`config.mk`:
```
export PLATFORM = sky130hd
export DESIGN_NAME = irq_vector_and_lowpower_ctrl
export DESIGN_NICKNAME = d
export VERILOG_FILES = /design/src/irq_lp_pkg.sv /design/src/irq_vector_and_lowpower_ctrl.sv /design/src/irq_prio_enc.sv
export SDC_FILE = /design/constraint.sdc
export NUM_CORES = 1
export LEC_CHECK = 0
export BUFFER_PORTS_ARGS = -buffer_cell sky130_fd_sc_hd__clkbuf_2
export CELL_PAD_IN_SITES_DETAIL_PLACEMENT = 1
export CELL_PAD_IN_SITES_GLOBAL_PLACEMENT = 2
export CORE_ASPECT_RATIO = 0.6
export CORE_MARGIN = 2
export CORE_UTILIZATION = 40
export DETAILED_ROUTE_END_ITERATION = 10
export PLACE_DENSITY = 0.76
export SKIP_CTS_REPAIR_TIMING = 1
export SLEW_MARGIN = 20
export SYNTH_ARGS = -nofsm -noshare
export SYNTH_HDL_FRONTEND = slang
export SYNTH_SLANG_ARGS = --single-unit
```
`constraint.sdc`:
```
create_clock -name clk_sys -period 4 [get_ports clk_sys]
set_clock_uncertainty 0.05 [all_clocks]
set_input_delay 0.6 -clock clk_sys [delete_from_list [all_inputs] [get_ports clk_sys]]
set_output_delay 0.6 -clock clk_sys [all_outputs]
set_load 0.02 [all_outputs]
```
`src/irq_lp_pkg.sv`:
```
package irq_lp_pkg;

  // register byte offsets on the slave port
  localparam logic [7:0] OFS_STATUS   = 8'h00;
  localparam logic [7:0] OFS_SP       = 8'h04;
  localparam logic [7:0] OFS_PC       = 8'h08;
  localparam logic [7:0] OFS_IRQ_EN   = 8'h0C;
  localparam logic [7:0] OFS_IRQ_PEND = 8'h10;
  localparam logic [7:0] OFS_NMI      = 8'h14;
  localparam logic [7:0] OFS_RST_FLG  = 8'h18;
  localparam logic [7:0] OFS_CLK_CFG  = 8'h1C;
  localparam logic [1:0] VEC_PAGE     = 2'h1;

  // status_word bit positions
  localparam int SR_GIE  = 3;
  localparam int SR_HALT = 4;
  localparam int SR_XOSC = 5;
  localparam int SR_LOOP_CTRL_STOP = 6;
  localparam int SR_DC_GEN_STOP = 7;
  localparam logic [15:0] SR_KEEP_ON_ACC = 16'h0040;
  localparam logic [15:0] SR_RST         = 16'h0000;
  localparam logic [15:0] SP_RST         = 16'h0000;
  localparam logic [15:0] STACK_STEP     = 16'h0002;

  // vector table: slot i sits at word address VEC_ADDR_BASE + 2*i
  localparam logic [15:0] VEC_ADDR_BASE = 16'hFFE0;
  localparam logic [3:0]  SLOT_RESET    = 4'hF;
  localparam logic [3:0]  SLOT_NMI      = 4'hE;
  localparam logic [3:0]  SLOT_WDT      = 4'hA;
  localparam int          NUM_SLOTS     = 16;
  localparam int          NUM_MASKABLE  = 14;
  localparam logic [15:0] SHARED_SLOTS  = 16'hC000;

  // sequence lengths in cycles, counter runs 0..N-1
  localparam logic [2:0] ACC_LAST = 3'h5;
  localparam logic [2:0] RET_LAST = 3'h4;

  // reset flag bits
  localparam int RF_EXT = 0;
  localparam int RF_WDT = 1;
  localparam int RF_KEY = 2;

  typedef struct packed {
    logic coreRun;
    logic mainClk;
    logic subClk;
    logic auxClk;
    logic digital_osc;
    logic dcGen;
    logic xtal;
  } clk_en_t;

  localparam clk_en_t CLK_EN_RST = 7'h7F;

  typedef struct packed {
    logic        rd;
    logic        wr;
    logic [15:0] addr;
    logic [15:0] wdata;
  } mem_req_t;

  typedef enum logic [1:0] {ST_START, ST_IDLE, ST_ACC, ST_RET} seq_state_t;

endpackage : irq_lp_pkg

```
`src/irq_vector_and_lowpower_ctrl.sv`:
```
// The register addresses and register access over Avalon-MM were decided locally.
module irq_vector_and_lowpower_ctrl (
  input  wire logic                 clk_sys,
  input  wire logic                 srst,
  input  wire logic                 ce,
  input  wire logic [7:0]           address,
  input  wire logic                 read,
  input  wire logic                 write,
  input  wire logic [31:0]          writedata,
  input  wire logic [3:0]           byteenable,
  output logic [31:0]               readdata,
  output logic                      waitrequest,
  input  wire logic                 instrDone,
  input  wire logic                 retiReq,
  input  wire logic [15:0]          nextPc,
  input  wire logic [15:0]          memRdata,
  input  wire logic [13:0]          irqEvt,
  input  wire logic [2:0]           nmiEvt,
  input  wire logic [2:0]           rstEvt,
  output irq_lp_pkg::mem_req_t      memReq,
  output logic [15:0]               pcOut,
  output logic                      pcLoad,
  output logic [15:0]               vecAddr,
  output irq_lp_pkg::clk_en_t       clkEn
);

  irq_lp_pkg::seq_state_t state_r;
  logic [2:0]             cnt_r;
  logic [15:0]            sr_r;
  logic [15:0]            srNxt;
  logic [15:0]            sp_r;
  logic [13:0]            pend_r;
  logic [13:0]            irqEn_r;
  logic [2:0]             nmiFlag_r;
  logic [2:0]             nmiEn_r;
  logic [2:0]             rstFlag_r;
  logic                   dcoSrc_r;
  logic [15:0]            vecTab [16];
  logic [3:0]             accIdx_r;
  logic [15:0]            reqVec;
  logic                   reqValid;
  logic [3:0]             selIdx;
  logic                   retTake;
  logic                   accTake;
  logic                   anyRst;
  logic                   busWr;
  logic                   waitreq_r;
  logic [31:0]            rdMux;
  logic [15:0]            wrMask;
  logic                   byteOnly;
  logic                   sfrAddr;
  logic                   sfrWr;
  irq_lp_pkg::mem_req_t   memReq_r;
  irq_lp_pkg::clk_en_t    clkEn_r;
  logic [15:0]            pc_r;
  logic                   pcLoad_r;
  logic [15:0]            vecAddr_r;

  function automatic irq_lp_pkg::clk_en_t lpDecode(input logic [15:0] sr, input logic dcoSrc);
    irq_lp_pkg::clk_en_t c;
    logic                h;
    logic                xo;
    logic                s0;
    logic                s1;
    h         = sr[irq_lp_pkg::SR_HALT];
    xo        = sr[irq_lp_pkg::SR_XOSC];
    s0        = sr[irq_lp_pkg::SR_LOOP_CTRL_STOP];
    s1        = sr[irq_lp_pkg::SR_DC_GEN_STOP];
    c.coreRun = !h;
    c.mainClk = !h;
    c.subClk  = !h || (!s1 && !xo);
    c.auxClk  = !h || !xo;
    c.xtal    = !h || !xo;
    c.digital_osc     = !h || !(s0 || s1 || xo);
    // a dco still feeding a clock keeps its dc generator alive
    c.dcGen   = !h || (!xo && !(s0 && s1) && !(s0 && !s1 && !dcoSrc));
    return c;
  endfunction : lpDecode

  assign anyRst   = |rstEvt;
  assign reqVec   = {1'b0, |(nmiFlag_r & nmiEn_r),
                     pend_r & irqEn_r & {14{sr_r[irq_lp_pkg::SR_GIE]}}};
  assign retTake  = state_r == irq_lp_pkg::ST_IDLE && retiReq && !anyRst;
  // a halted core never completes an instruction, so halt stands in for it
  assign accTake  = state_r == irq_lp_pkg::ST_IDLE && !retiReq && !anyRst && reqValid &&
                    (instrDone || sr_r[irq_lp_pkg::SR_HALT]);

  irq_prio_enc u_prio (
    .req   (reqVec),
    .valid (reqValid),
    .idx   (selIdx)
  );

  // bus slave: one wait cycle, then the access completes
  assign busWr    = ce && write && !waitreq_r;
  assign wrMask   = {{8{byteenable[1]}}, {8{byteenable[0]}}};
  assign byteOnly = byteenable == 4'h1 || byteenable == 4'h2;
  assign sfrAddr  = address >= irq_lp_pkg::OFS_IRQ_EN && address <= irq_lp_pkg::OFS_RST_FLG;
  assign sfrWr    = busWr && sfrAddr && byteOnly;

  always_ff @(posedge clk_sys) begin
    if (srst) begin
      waitreq_r <= 1'b1;
    end else if (ce) begin
      waitreq_r <= !((read || write) && waitreq_r);
    end
  end

  always_comb begin
    rdMux = 32'h0000_0000;
    if (address[7:6] == irq_lp_pkg::VEC_PAGE) begin
      rdMux[15:0] = vecTab[address[5:2]];
    end else begin
      case (address)
        irq_lp_pkg::OFS_STATUS:   rdMux[15:0] = sr_r;
        irq_lp_pkg::OFS_SP:       rdMux[15:0] = sp_r;
        irq_lp_pkg::OFS_PC:       rdMux[15:0] = pc_r;
        irq_lp_pkg::OFS_IRQ_EN:   rdMux[13:0] = irqEn_r;
        irq_lp_pkg::OFS_IRQ_PEND: rdMux[13:0] = pend_r;
        irq_lp_pkg::OFS_NMI:      rdMux[10:0] = {nmiEn_r, 5'h00, nmiFlag_r};
        irq_lp_pkg::OFS_RST_FLG:  rdMux[2:0]  = rstFlag_r;
        irq_lp_pkg::OFS_CLK_CFG:  rdMux[0]    = dcoSrc_r;
        default:                  rdMux       = 32'h0000_0000;
      endcase
    end
  end

  always_ff @(posedge clk_sys) begin
    if (srst) begin
      readdata <= 32'h0000_0000;
    end else if (ce && read && waitreq_r) begin
      readdata <= rdMux;
    end
  end

  // vector words are memory, not reset: they survive every restart
  always_ff @(posedge clk_sys) begin
    if (ce && busWr && address[7:6] == irq_lp_pkg::VEC_PAGE) begin
      vecTab[address[5:2]] <= (vecTab[address[5:2]] & ~wrMask) | (writedata[15:0] & wrMask);
    end
  end

  always_ff @(posedge clk_sys) begin
    if (srst) begin
      irqEn_r  <= 14'h0000;
      dcoSrc_r <= 1'b0;
      nmiEn_r  <= 3'h0;
    end else if (ce) begin
      if (sfrWr && address == irq_lp_pkg::OFS_IRQ_EN) begin
        irqEn_r <= (irqEn_r & ~wrMask[13:0]) | (writedata[13:0] & wrMask[13:0]);
      end
      if (busWr && address == irq_lp_pkg::OFS_CLK_CFG && byteenable[0]) begin
        dcoSrc_r <= writedata[0];
      end
      if (accTake && selIdx == irq_lp_pkg::SLOT_NMI) begin
        nmiEn_r <= 3'h0;
      end else if (sfrWr && address == irq_lp_pkg::OFS_NMI && byteenable[1]) begin
        nmiEn_r <= writedata[10:8];
      end
    end
  end

  // flags: a new event in the clearing cycle survives the clear
  always_ff @(posedge clk_sys) begin
    if (srst) begin
      pend_r    <= 14'h0000;
      nmiFlag_r <= 3'h0;
    end else if (ce) begin
      pend_r    <= (pend_r & ~((sfrWr && address == irq_lp_pkg::OFS_IRQ_PEND) ?
                   writedata[13:0] & wrMask[13:0] : 14'h0000) &
                   ~((accTake && !irq_lp_pkg::SHARED_SLOTS[selIdx]) ?
                   14'(16'h0001 << selIdx) : 14'h0000)) | irqEvt;
      nmiFlag_r <= (nmiFlag_r & ~((sfrWr && address == irq_lp_pkg::OFS_NMI &&
                   byteenable[0]) ? writedata[2:0] : 3'h0)) | nmiEvt;
    end
  end

  always_ff @(posedge clk_sys) begin
    if (srst) begin
      rstFlag_r <= 3'h1;
    end else if (ce) begin
      rstFlag_r <= (rstFlag_r & ~((sfrWr && address == irq_lp_pkg::OFS_RST_FLG) ?
                   writedata[2:0] : 3'h0)) | rstEvt;
    end
  end

  always_ff @(posedge clk_sys) begin
    if (srst) begin
      state_r  <= irq_lp_pkg::ST_START;
      cnt_r    <= 3'h0;
      accIdx_r <= 4'h0;
    end else if (ce) begin
      if (anyRst) begin
        state_r <= irq_lp_pkg::ST_START;
      end else begin
        case (state_r)
          irq_lp_pkg::ST_START: state_r <= irq_lp_pkg::ST_IDLE;
          irq_lp_pkg::ST_IDLE: begin
            cnt_r <= 3'h0;
            if (retTake) begin
              state_r <= irq_lp_pkg::ST_RET;
            end else if (accTake) begin
              state_r  <= irq_lp_pkg::ST_ACC;
              accIdx_r <= selIdx;
            end
          end
          irq_lp_pkg::ST_ACC: begin
            cnt_r <= cnt_r + 3'h1;
            if (cnt_r == irq_lp_pkg::ACC_LAST) begin
              state_r <= irq_lp_pkg::ST_IDLE;
            end
          end
          irq_lp_pkg::ST_RET: begin
            cnt_r <= cnt_r + 3'h1;
            if (cnt_r == irq_lp_pkg::RET_LAST) begin
              state_r <= irq_lp_pkg::ST_IDLE;
            end
          end
          default: state_r <= irq_lp_pkg::ST_START;
        endcase
      end
    end
  end

  // software status writes only land between sequences
  always_comb begin
    srNxt = sr_r;
    case (state_r)
      irq_lp_pkg::ST_START: srNxt = irq_lp_pkg::SR_RST;
      irq_lp_pkg::ST_IDLE: begin
        if (busWr && address == irq_lp_pkg::OFS_STATUS) begin
          srNxt = (sr_r & ~wrMask) | (writedata[15:0] & wrMask);
        end
      end
      irq_lp_pkg::ST_ACC: begin
        if (cnt_r == 3'h1) begin
          srNxt = sr_r & irq_lp_pkg::SR_KEEP_ON_ACC;
        end
      end
      irq_lp_pkg::ST_RET: begin
        if (cnt_r == 3'h1) begin
          srNxt = memRdata;
        end
      end
      default: srNxt = sr_r;
    endcase
  end

  always_ff @(posedge clk_sys) begin
    if (srst) begin
      sr_r    <= irq_lp_pkg::SR_RST;
      clkEn_r <= irq_lp_pkg::CLK_EN_RST;
    end else if (ce) begin
      sr_r    <= srNxt;
      // enables follow the next status so the mode moves on the same edge
      clkEn_r <= lpDecode(srNxt, dcoSrc_r);
    end
  end

  always_ff @(posedge clk_sys) begin
    if (srst) begin
      sp_r <= irq_lp_pkg::SP_RST;
    end else if (ce) begin
      if (retTake || (state_r == irq_lp_pkg::ST_RET && cnt_r == 3'h0)) begin
        sp_r <= sp_r + irq_lp_pkg::STACK_STEP;
      end else if (accTake || (state_r == irq_lp_pkg::ST_ACC && cnt_r == 3'h0)) begin
        sp_r <= sp_r - irq_lp_pkg::STACK_STEP;
      end else if (busWr && address == irq_lp_pkg::OFS_SP && state_r == irq_lp_pkg::ST_IDLE) begin
        sp_r <= (sp_r & ~wrMask) | (writedata[15:0] & wrMask);
      end
    end
  end

  // stack traffic: memory returns read data one cycle after the strobe
  always_ff @(posedge clk_sys) begin
    if (srst) begin
      memReq_r <= '0;
    end else if (ce) begin
      memReq_r.rd <= 1'b0;
      memReq_r.wr <= 1'b0;
      if (retTake || (state_r == irq_lp_pkg::ST_RET && cnt_r == 3'h0)) begin
        memReq_r.rd   <= 1'b1;
        memReq_r.addr <= sp_r;
      end else if (accTake) begin
        memReq_r.wr    <= 1'b1;
        memReq_r.addr  <= sp_r - irq_lp_pkg::STACK_STEP;
        memReq_r.wdata <= nextPc;
      end else if (state_r == irq_lp_pkg::ST_ACC && cnt_r == 3'h0) begin
        memReq_r.wr    <= 1'b1;
        memReq_r.addr  <= sp_r - irq_lp_pkg::STACK_STEP;
        memReq_r.wdata <= sr_r;
      end
    end
  end

  always_ff @(posedge clk_sys) begin
    if (srst) begin
      pc_r      <= 16'h0000;
      pcLoad_r  <= 1'b0;
      vecAddr_r <= 16'h0000;
    end else if (ce) begin
      pcLoad_r <= 1'b0;
      if (state_r == irq_lp_pkg::ST_START && !anyRst) begin
        pc_r      <= vecTab[irq_lp_pkg::SLOT_RESET];
        vecAddr_r <= irq_lp_pkg::VEC_ADDR_BASE + {11'h000, irq_lp_pkg::SLOT_RESET, 1'b0};
        pcLoad_r  <= 1'b1;
      end else if (state_r == irq_lp_pkg::ST_ACC && cnt_r == irq_lp_pkg::ACC_LAST && !anyRst) begin
        pc_r      <= vecTab[accIdx_r];
        vecAddr_r <= irq_lp_pkg::VEC_ADDR_BASE + {11'h000, accIdx_r, 1'b0};
        pcLoad_r  <= 1'b1;
      end else if (state_r == irq_lp_pkg::ST_RET && cnt_r == 3'h2) begin
        pc_r <= memRdata;
      end else if (state_r == irq_lp_pkg::ST_RET && cnt_r == irq_lp_pkg::RET_LAST && !anyRst) begin
        pcLoad_r <= 1'b1;
      end
    end
  end

  assign waitrequest = waitreq_r;
  assign memReq      = memReq_r;
  assign pcOut       = pc_r;
  assign pcLoad      = pcLoad_r;
  assign vecAddr     = vecAddr_r;
  assign clkEn       = clkEn_r;
endmodule : irq_vector_and_lowpower_ctrl

```
`src/irq_prio_enc.sv`:
```
module irq_prio_enc (
  input  wire logic [15:0] req,
  output logic             valid,
  output logic [3:0]       idx
);
  // fixed priority: the higher slot number always wins
  always_comb begin
    valid = 1'b0;
    idx   = 4'h0;
    for (int i = 0; i < 16; i++) begin
      if (req[i]) begin
        valid = 1'b1;
        idx   = 4'(i);
      end
    end
  end
endmodule : irq_prio_enc

```
==> Word-level counts from Yosys, hierarchy flattened <==
Memory sizes are Yosys's and may differ from the RTL's. A register that Yosys moved wholly into a read port is not among the register bits.
Cells that the tools add are included.
{ "classes": {"n_reduce_logical": 91, "shift": 1, "magnitude_cmp": 3, "addsub": 4, "muxes": 74, "bitwise_logic": 29, "n_eq_ne": 24} }
{ "op_table": {"columns": ["op", "n"], "rows": [
  ["16-bit 2-to-1 mux", 13],
  ["14-bit bitwise AND", 6],
  ["33-bit 2-to-1 mux", 2],
  ["16-bit bitwise AND", 4],
  ["16-bit one-hot mux with 4 select lines", 1],
  ["16-bit OR", 3],
  ["8-bit one-hot mux with 6 select lines", 1],
  ["1-bit logical AND", 43],
  ["14-bit inverter", 3],
  ["4-bit 2-to-1 mux", 9],
  ["8-bit by 5-bit == test with 1-bit output (second input constant)", 4],
  ["14-bit 2-to-1 mux", 2],
  ["14-bit OR", 2],
  ["1-bit 2-to-1 mux", 25],
  ["3-bit 2-to-1 mux", 8],
  ["16-bit by 2-bit adder with 16-bit output (second input constant)", 1],
  ["8-bit by 4-bit == test with 1-bit output (second input constant)", 2],
  ["16-bit inverter", 1],
  ["16-bit by 2-bit subtractor with 16-bit output (second input constant)", 1],
  ["3-bit one-hot mux with 5 select lines", 1],
  ["2-bit 2-to-1 mux", 7],
  ["2-bit one-hot mux with 7 select lines", 1],
  ["2-bit AND reduction", 7],
  ["1-bit by 4-bit << shifter with 14-bit output (first input constant)", 1],
  ["37 further kinds", 78]
]} }
{ "totals": {"output_inout_bits": 107, "wordCells": 254, "ff_bits": 168, "memories": 2, "in_bits": 103, "rom_bits": 16, "ramBits": 256} }
{ "memory_table": {"columns": ["memory", "words", "word_bits", "rd", "rd_clocked_by_memory_dff", "write_ports", "line", "text"], "rows": [
  ["vecTab", 16, 16, 3, 1, 1, "irq_vector_and_lowpower_ctrl.sv:38", "logic [15:0] vecTab [16];"],
  ["(name not given)", 16, 1, 1, 0, 0, "irq_vector_and_lowpower_ctrl.sv:171", "~((accTake && !irq_lp_pkg::SHARED_SLOTS[selIdx]) ?"]
]} }

==> Longest topological paths before layout <==
Gate-level depths: netlist (run 1).
{ "logic_depth": {"ltp_word": 24, "ltp_mapped": 10, "ltp_nobuf": 9} }

==> By module <==
A second synthesis (run 1) with hierarchy kept.
{ "hier_totals": {"cells_unflattened": 1767, "area_unflattened_um2": 21042.7} }
{ "by_module_without_submodules": {"columns": ["mod", "cells_each", "instances", "seq_area_each_um2", "area_per_inst_um2"], "rows": [
  ["irq_vector_and_lowpower_ctrl", 1738, 1, 10910.5, 20881.3],
  ["irq_prio_enc", 29, 1, 0.0, 161.4]
]} }

==> Least setup slack after synthesis (run 1) <==
Ideal clock, no wire load.
{ "synth_path": {"kind": "in2reg", "from": "in address[2]", "to": "mem vecTab[0][1] (data pin)", "path_stages": 7, "required_time_ps": 3564, "path_slack_ps": 842, "arrival_ps": 2722, "path_buffers": 3, "setup_time_ps": 386, "cell_sequence": "buf_2 clkbuf_1 buf_2 mux4_2 mux4_2 inv_1 o21ai_0"} }
{ "synth_via": {"elab_chain_len": 3} }
{ "synth_lines": {"columns": ["item", "line", "text"], "rows": [
  ["start, declared", "irq_vector_and_lowpower_ctrl.sv:6", "input wire logic [7:0] address,"],
  ["memory 16 x 16 bit", null, null],
  ["16-bit bitwise AND", "irq_vector_and_lowpower_ctrl.sv:139", "vecTab[address[5:2]] <= (vecTab[address[5:2]] & ~wrMask) | (writedata[15:0] & wrMask);"],
  ["16-bit OR", "irq_vector_and_lowpower_ctrl.sv:139", null],
  ["end, declared", "irq_vector_and_lowpower_ctrl.sv:38", null]
]} }
No other way between the ends.

==> Flow_metrics.wiki, run 1 <==
{| class="wikitable"
! Metric !! Value
|-
| DRC violation count after routing || 0
|-
| Worst min path class || in2reg
|-
| Pin count of the biggest net entering global routing || 111
|-
| Nature of the critical path startpoint || flop
|-
| Max cap viols || 0
|-
| Final hold violations || 0
|-
| Final count of negative-setup-slack endpoints || 0
|-
| Number of synthesized flops with an enable pin || 256
|-
| Startpoint of the most critical setup path || nmiEn_r[2]$_SDFFE_PP0P_
|-
| Count of pins over their slew limit || 0
|-
| Number of DRC markers in iteration 0 || 1943
|-
| Setup slack of the critical path after layout || 0.669 ns
|-
| Maximum root-to-sink buffer count || 3
|-
| Die span in x || a little under 300 microns
|-
| Global-route wire length before repair || roughly 110 mm
|-
| Number of iterations in the first detailed-routing pass || 7
|-
| Number of synthesis warnings || 0
|-
| Arrival time worst endpoint || around 3.7 ns
|-
| Number of global-route vias before repair || ~16000
|-
| Sum of overflow across all layers after global routing || 0
|-
| Fraction of final layout cells sized beyond drive strength 1 || 0.280
|-
| Unique masters post-synth || 86
|-
| Setup slack at placement || 0.607 ns
|-
| GRT Util Overall || 0.285
|-
| Number of buffer cells added on primary ports || around 180
|-
| Vertical die dimension || 180 microns
|-
| Critical-path maximum fanout || 13
|-
| Number of placed instances, taps included || around 2500
|-
| CTS sink cnt || about 420
|-
| Count of nets after finishing || between 1500 and 2000
|-
| Setup repair after global routing missed its margin || false
|-
| Gp weighted congestion || just over 0.9
|-
| TritonCTS clock tree || done
|-
| Via count || ~16000
|-
| Total negative slack || 0 ns
|-
| Antenna cells || 0
|-
| Clock buffer count from CTS || 43
|-
| Clock Root Buffer || clkbuf_16
|-
| Average detailed-routed wire length per instance || roughly 31 microns
|-
| Number of storage elements in the synthesis netlist || ~420
|-
| Kind of critical path || reg2reg
|-
| Lkg Pwr || ~8.3 nW
|-
| Data required time of the worst path || roughly 4.3 ns
|-
| Share of Yosys cell area claimed by the top area cell type || 0.370
|-
| Pin slew with the least headroom to its limit || ~1.2 ns
|-
| Post-synthesis cell type with the largest combined area || edfxtp_1
|-
| Initial standard-cell utilization of the core || 0.406
|-
| H-tree depth || 2
|-
| Worst max-slew margin expressed relative to the limit || 0.167
|-
| Fin cells || between 2000 and 3000
|-
| Cell area after synthesis || around 21000 sq um
|-
| Crit Reg-Reg Startpoint || nmiEn_r[2]$_SDFFE_PP0P_
|-
| Source-to-sink clock delay at the later pin of the worst-skew pair || about 0.57 ns
|-
| Number of antenna violations at the first check in global routing || 1
|-
| Fmax || approximately 300 MHz
|-
| Ports || 210
|-
| Commonest cells after routing, fill and taps aside || edfxtp_1, nor2_1, clkbuf_2
|-
| Detailed-route wire length || approximately 78 mm
|-
| Proportion of synthesized flip-flops having asynchronous set or reset || 0
|-
| Core region area || just over 50000 sq um
|-
| Die Footprint || approximately 54000 sq um
|-
| Register-to-register setup slack || ~0.67 ns
|-
| PD cells || a little over 400 nW/um^2
|-
| Cell count of the worst reg-to-reg path || 9
|-
| ANT nets after route || 0
|-
| Most frequent standard cell in the layout excluding fill and tap cells || edfxtp_1
|-
| Syn avg cell area || roughly 13 sq um
|-
| Number of instances in the synthesized netlist || 1660
|-
| Clock-pin slew of the registers on the worst-case setup and hold paths || around 0.070 ns
|-
| Routed via count divided by cell count || approximately 6.3
|-
| Dominant register cell in the synthesized netlist || edfxtp_1
|-
| Register area share after synthesis || 0.525
|-
| Result of the run || finished, final reports clean
|-
| Period utilization || 0.833
|-
| Critical path endpoint category || flop
|-
| Synth area leaders || edfxtp_1, mux4_2, dfxtp_1, nor2_1, a21oi_1
|-
| Number of core rows || 64
|-
| Max IR drop VDD || 389 uV
|-
| Post-route total power || between 0.009 and 0.01 W
|-
| Post-route minimum period || roughly 3.3 ns
|-
| P&R area growth vs syn || 15.1%
|-
| Util after Layout || 0.468
|-
| HPWL reported at the end of detailed placement || ~56 mm
|}
per-stage QoR:
| step | hold slack (ns) | instance area [sq um] |
|---|---|---|
| final | 0.247 | 23900 |
| after global routing | 0.252 | 23900 |
| after CTS | 0.240 | 23900 |
| after detailed placement | 0.427 | 22500 |
| after global placement | 0.412 | 22500 |
| after floorplan | 0.383 | 20800 |
Yosys cell counts, drive strengths merged, types with 10 or more instances:
cell type  count
nand2        104
a311oi        21
inv           48
nand3         27
a31oi         10
nand4         12
dfxtp        161
a22oi         27
xnor2         11
a22o          11
mux2i         29
nand2b        12
o21ai         72
a211oi        47
mux4         162
buf           62
edfxtp       256
nor2         184
clkbuf        96
and3          11
o22ai         38
a221oi        15
a21oi         81
nor3          44
sequential cells by signal, indices dropped and copies added (netlist names), 4 cells and up, named ones only:
register / cells
vecTab: 256
memReq: 34
pcOut: 16
readdata: 16
sr_r: 16
pend_r: 14
clkEn: 5
vecAddr: 5
accIdx_r: 4
power breakdown:
part / leakage, nW / total (W) / switching (W) / internal [W]
Combinational: 3.97 / 0.000863 / 0.000562 / 0.000301
Clock: 0.670 / 0.00406 / 0.00180 / 0.00226
Sequential: 3.62 / 0.00474 / 0.0000891 / 0.00465
Total: 8.27 / 0.00966 / 0.00245 / 0.00721
cells by family (layout without fill, tap and decap cells):
| kind of cell | count (synthesis) | in the layout | synth area share |
|---|---|---|---|
| buffers and inverters | 207 | 392 | 0.0504 |
| xor gates and xnor gates | 13 | 13 | 0.00548 |
| other | 1 | 17 | 0.000181 |
| AOI/OAI and AO/OA | 381 | 381 | 0.125 |
| adders and majority gates | 6 | 6 | 0.00361 |
| DFF | 417 | 417 | 0.525 |
| and+or+nand+nor | 444 | 444 | 0.100 |
| muxes | 191 | 191 | 0.190 |
worst min path at each step:
stage / start / end / slack, ns / cells past startpoint
floorplan: rstFlag_r[0]$_SDFFE_PP1P_ / rstFlag_r[0]$_SDFFE_PP1P_ / 0.38 / 2
global placement: rstFlag_r[0]$_SDFFE_PP1P_ / rstFlag_r[0]$_SDFFE_PP1P_ / 0.41 / 2
detailed placement: pcLoad$_SDFFE_PP0P_ / pcLoad$_SDFFE_PP0P_ / 0.43 / 2
CTS: writedata[11] / flop / 0.24 / 3
global route: irqEvt[2] / pend_r[2]$_SDFFE_PP0P_ / 0.25 / 3
finish: irqEvt[4] / pend_r[4]$_SDFFE_PP0P_ / 0.25 / 3
area by class of cell:
type,instances,area [sq um]
fill,5353,27200
sequential,417,10900
multi-input combinational,1052,8910
timing repair buffer,265,1650
clock buffer,62,1180
tap,693,867
clock inverter,17,200
inverter,48,180
layer usage:
layer | global-route usage | wire length [microns]
met1 | 0.449 | 35700
met2 | 0.408 | 33300
met3 | 0.0612 | 7900
met4 | 0.0434 | 1100
met5 | 0 | 0
critical path: stages (launching register included):
cell and delay [ns]:
dfxtp_1 0.40, a222oi_1 0.36, buf_4 0.25, a21bo_1 0.27
o31a_1 0.48, buf_4 0.26, nor3_4 0.63, o22ai_1 0.19
a21oi_1 0.18, a311oi_1 0.06
(Power assumes the default switching activity.)
==> run 2, diff against run 1 <==
==> constraint.sdc (replaced) <==
create_clock -name clk_sys -period 3.2 [get_ports clk_sys]
set_clock_uncertainty 0.05 [all_clocks]
set_input_delay 0.48 -clock clk_sys [delete_from_list [all_inputs] [get_ports clk_sys]]
set_output_delay 0.48 -clock clk_sys [all_outputs]
set_load 0.02 [all_outputs]
==> run 2 against run 1 <==
Net effect:
- final cell count increased by 1.3%
- count of clock-buffer cells in the layout is 9 lower
- sequential cell count unchanged
- first-iteration DRC count rose by 7.5%
- sequential power grew 25%
- die area unchanged
- worst setup slack worse by 0.66 ns
==> Flow_metrics.wiki, run 2 (synthesis gave the netlist of run 1 again) <==
{| class="wikitable"
! Metric !! Value
|-
| Routed via count divided by cell count || 6.29 (was 6.32)
|-
| ANT nets after route || 0 (unchanged)
|-
| Nature of the critical path startpoint || flop (unchanged)
|-
| Die Footprint || 53800 sq um (unchanged)
|-
| Startpoint of the most critical setup path || pend_r[6]$_SDFFE_PP0P_ (was nmiEn_r[2]$_SDFFE_PP0P_)
|-
| Gp weighted congestion || 0.933 (was 0.926)
|-
| Multi-input gate area in the final layout || 8910 sq um (unchanged)
|-
| Setup repair after global routing missed its margin || false (unchanged)
|-
| Number of DRC markers in iteration 0 || 2088 (was 1943)
|-
| CTS sink cnt || 417 (unchanged)
|-
| GRT Util Overall || 0.285 (about the same)
|-
| Count of nets after finishing || 1967 (was 1936)
|-
| Number of antenna violations at the first check in global routing || 3 (was 1)
|-
| Worst min path class || in2reg (unchanged)
|-
| Count of pins over their slew limit || 0 (unchanged)
|-
| Number of cells on the worst hold path || 3 (unchanged)
|-
| Data required time of the worst path || 3.56 ns (was 4.34 ns)
|-
| Core region area || 51100 sq um (unchanged)
|-
| Max IR drop VDD || 339 uV (was 389 uV)
|-
| Clock Root Buffer || clkbuf_16 (unchanged)
|-
| Antenna cells || 0 (unchanged)
|-
| Cell Area, Placed || 22800 sq um (was 22500 sq um)
|-
| Switching Share || 0.252 (was 0.254)
|-
| Number of core rows || 64 (unchanged)
|-
| Switching power || 0.00315 W (was 0.00245 W)
|-
| Flip-flop count of the largest register after layout || 256 (unchanged)
|-
| DRC violation count after routing || 0 (unchanged)
|-
| Number of global-route vias before repair || 16200 (was 16100)
|-
| HPWL reported at the end of detailed placement || 56.1 mm (was 55.6 mm)
|-
| Ports || 210 (unchanged)
|-
| Cell-internal power || 0.00937 W (was 0.00721 W)
|-
| Average detailed-routed wire length per instance || 30.0 microns (was 30.5 microns)
|-
| Final hold violations || 0 (unchanged)
|-
| Lkg Pwr || 8.49 nW (was 8.27 nW)
|-
| Worst hold start || writedata[13] (was irqEvt[4])
|-
| Number of filler instances in the final layout || 5346 (was 5353)
|-
| Seq pwr share || 0.473 (was 0.491)
|-
| Maximum root-to-sink buffer count || 3 (unchanged)
|-
| Source-to-sink clock delay at the later pin of the worst-skew pair || 0.58 ns (was 0.57 ns)
|-
| Fmax || 314 MHz (was 300 MHz)
|-
| Die span in x || 298 microns (unchanged)
|-
| Initial standard-cell utilization of the core || 0.406 (unchanged)
|-
| Critical path endpoint category || flop (unchanged)
|-
| Number of buffer cells added on primary ports || 176 (unchanged)
|-
| Reg-to-reg critical path endpoint || pend_r[9]$_SDFFE_PP0P_
|-
| Vertical die dimension || 180 microns (unchanged)
|-
| Kind of critical path || reg2reg (unchanged)
|-
| Clock-pin slew of the registers on the worst-case setup and hold paths || 0.07 ns (about the same)
|-
| P&R area growth vs syn || 17.0% (was 15.1%)
|-
| Pin slew with the least headroom to its limit || 1.10 ns (was 1.24 ns)
|-
| Max cap viols || 0 (unchanged)
|-
| Global-route wire length before repair || 113 mm (was 112 mm)
|-
| Most frequent standard cell in the layout excluding fill and tap cells || edfxtp_1 (unchanged)
|-
| Number of iterations in the first detailed-routing pass || 6 (was 7)
|-
| Commonest cells after routing, fill and taps aside || edfxtp_1, nor2_1, clkbuf_2 (unchanged)
|-
| Register-to-register setup slack || 0.01 ns (was 0.67 ns)
|-
| Sum of overflow across all layers after global routing || 0 (unchanged)
|-
| Total negative slack || 0 ns (unchanged)
|-
| Critical-path maximum fanout || 5 (was 13)
|-
| Finished layout cell area || 24300 sq um (was 23900 sq um)
|-
| H-tree depth || 2 (unchanged)
|-
| Via count || 16300 (was 16200)
|-
| Period utilization || 0.996 (was 0.833)
|-
| Crit Reg-Reg Startpoint || pend_r[6]$_SDFFE_PP0P_ (was nmiEn_r[2]$_SDFFE_PP0P_)
|-
| Post-route minimum period || 3.19 ns (was 3.33 ns)
|-
| Cell count of the worst reg-to-reg path || 7 (was 9)
|-
| Arrival time worst endpoint || 3.54 ns (was 3.67 ns)
|-
| Detailed-route wire length || 77.6 mm (was 78.0 mm)
|-
| Fraction of final layout cells sized beyond drive strength 1 || 0.296 (was 0.280)
|-
| Clk pwr share || 0.439 (was 0.420)
|-
| TritonCTS clock tree || done (unchanged)
|-
| Worst max-slew margin expressed relative to the limit || 0.260 (was 0.167)
|-
| Clock buffer count from CTS || 43 (unchanged)
|-
| Final count of negative-setup-slack endpoints || 0 (unchanged)
|-
| Hold slack || 0.124 ns (was 0.247 ns)
|-
| Result of the run || finished, final reports clean (unchanged)
|-
| PD cells || 516 nW/um^2 (was 404 nW/um^2)
|-
| FF+latch area || 10900 sq um (about the same)
|-
| Pin count of the biggest net entering global routing || 114 (was 111)
|-
| Part of the total power dissipated in combinational logic || 0.088 (was 0.089)
|}
==> run 2: changes by cell type in the layout (fill, tap and decap cells not counted), sizes merged <==
| cell | change |
|---|---|
| clkinvlp | +3 |
| clkbuf | -9 |
| bufinv | +4 |
| buf | +31 |
| clkinv | +1 |
| inv | +2 |
==> run 2: stage by stage <==
step	cells	util	total power, W	worst slack, ns
global placement	2506	0.446	0.00709	0.240
floorplan	1676	-	0.00667	0.162
CTS	2586	0.476	0.0126	0.255
finish	2586	0.476	0.0125	0.0129
global route	2586	0.476	0.0129	0.0649
detailed placement	2506	0.446	0.00712	0.210
==> run 2: how the worst max path moves through the flow <==
stage / to / cells after the start / slack [ns]
after floorplan: vecTab[0][1]$_DFFE_PP_ / 7 / 0.16
after global placement: vecTab[15][8]$_DFFE_PP_ / 7 / 0.24
after detailed placement: vecTab[14][8]$_DFFE_PP_ / 7 / 0.21
after CTS: pend_r[9]$_SDFFE_PP0P_ / 7 / 0.26
after global routing: pend_r[9]$_SDFFE_PP0P_ / 7 / 0.06
final: pend_r[9]$_SDFFE_PP0P_ / 7 / 0.01
==> run 2: power by group through the flow <==
stage,sequential (W),clock (W),combinational [W]
CTS,0.00592,0.00555,0.00109
global route,0.00592,0.00578,0.00118
floorplan,0.00603,0,0.000637
global placement,0.00603,0,0.00105
detailed placement,0.00604,0,0.00108
finish,0.00592,0.00551,0.00110
==> run 2: per-layer routing <==
metal  vias up  routed length, microns  track usage
li1       6864                       -            -
met1      8453                   35600        0.446
met2       859                   32600        0.401
met3        97                    7950       0.0664
met4         0                    1540       0.0593
met5         -                       0            0
==> run 2: layout make-up <==
| class | instances | area share |
|---|---|---|
| tap | 693 | 0.0357 |
| clock buffer | 53 | 0.0475 |
| inverter | 48 | 0.00742 |
| timing repair buffer | 296 | 0.0785 |
| multi-input combinational | 1052 | 0.367 |
| clock inverter | 27 | 0.0151 |
| sequential | 417 | 0.449 |
==> run 2: worst max-delay path, cell delays in order, from the launching register on <==
cell and delay, ns:
dfxtp_1 0.36, a22oi_1 0.48, nand2b_1 0.17, a2bb2oi_1 0.07
o21ai_0 0.85, nand4_1 0.58, o221ai_1 0.34, a21oi_1 0.11
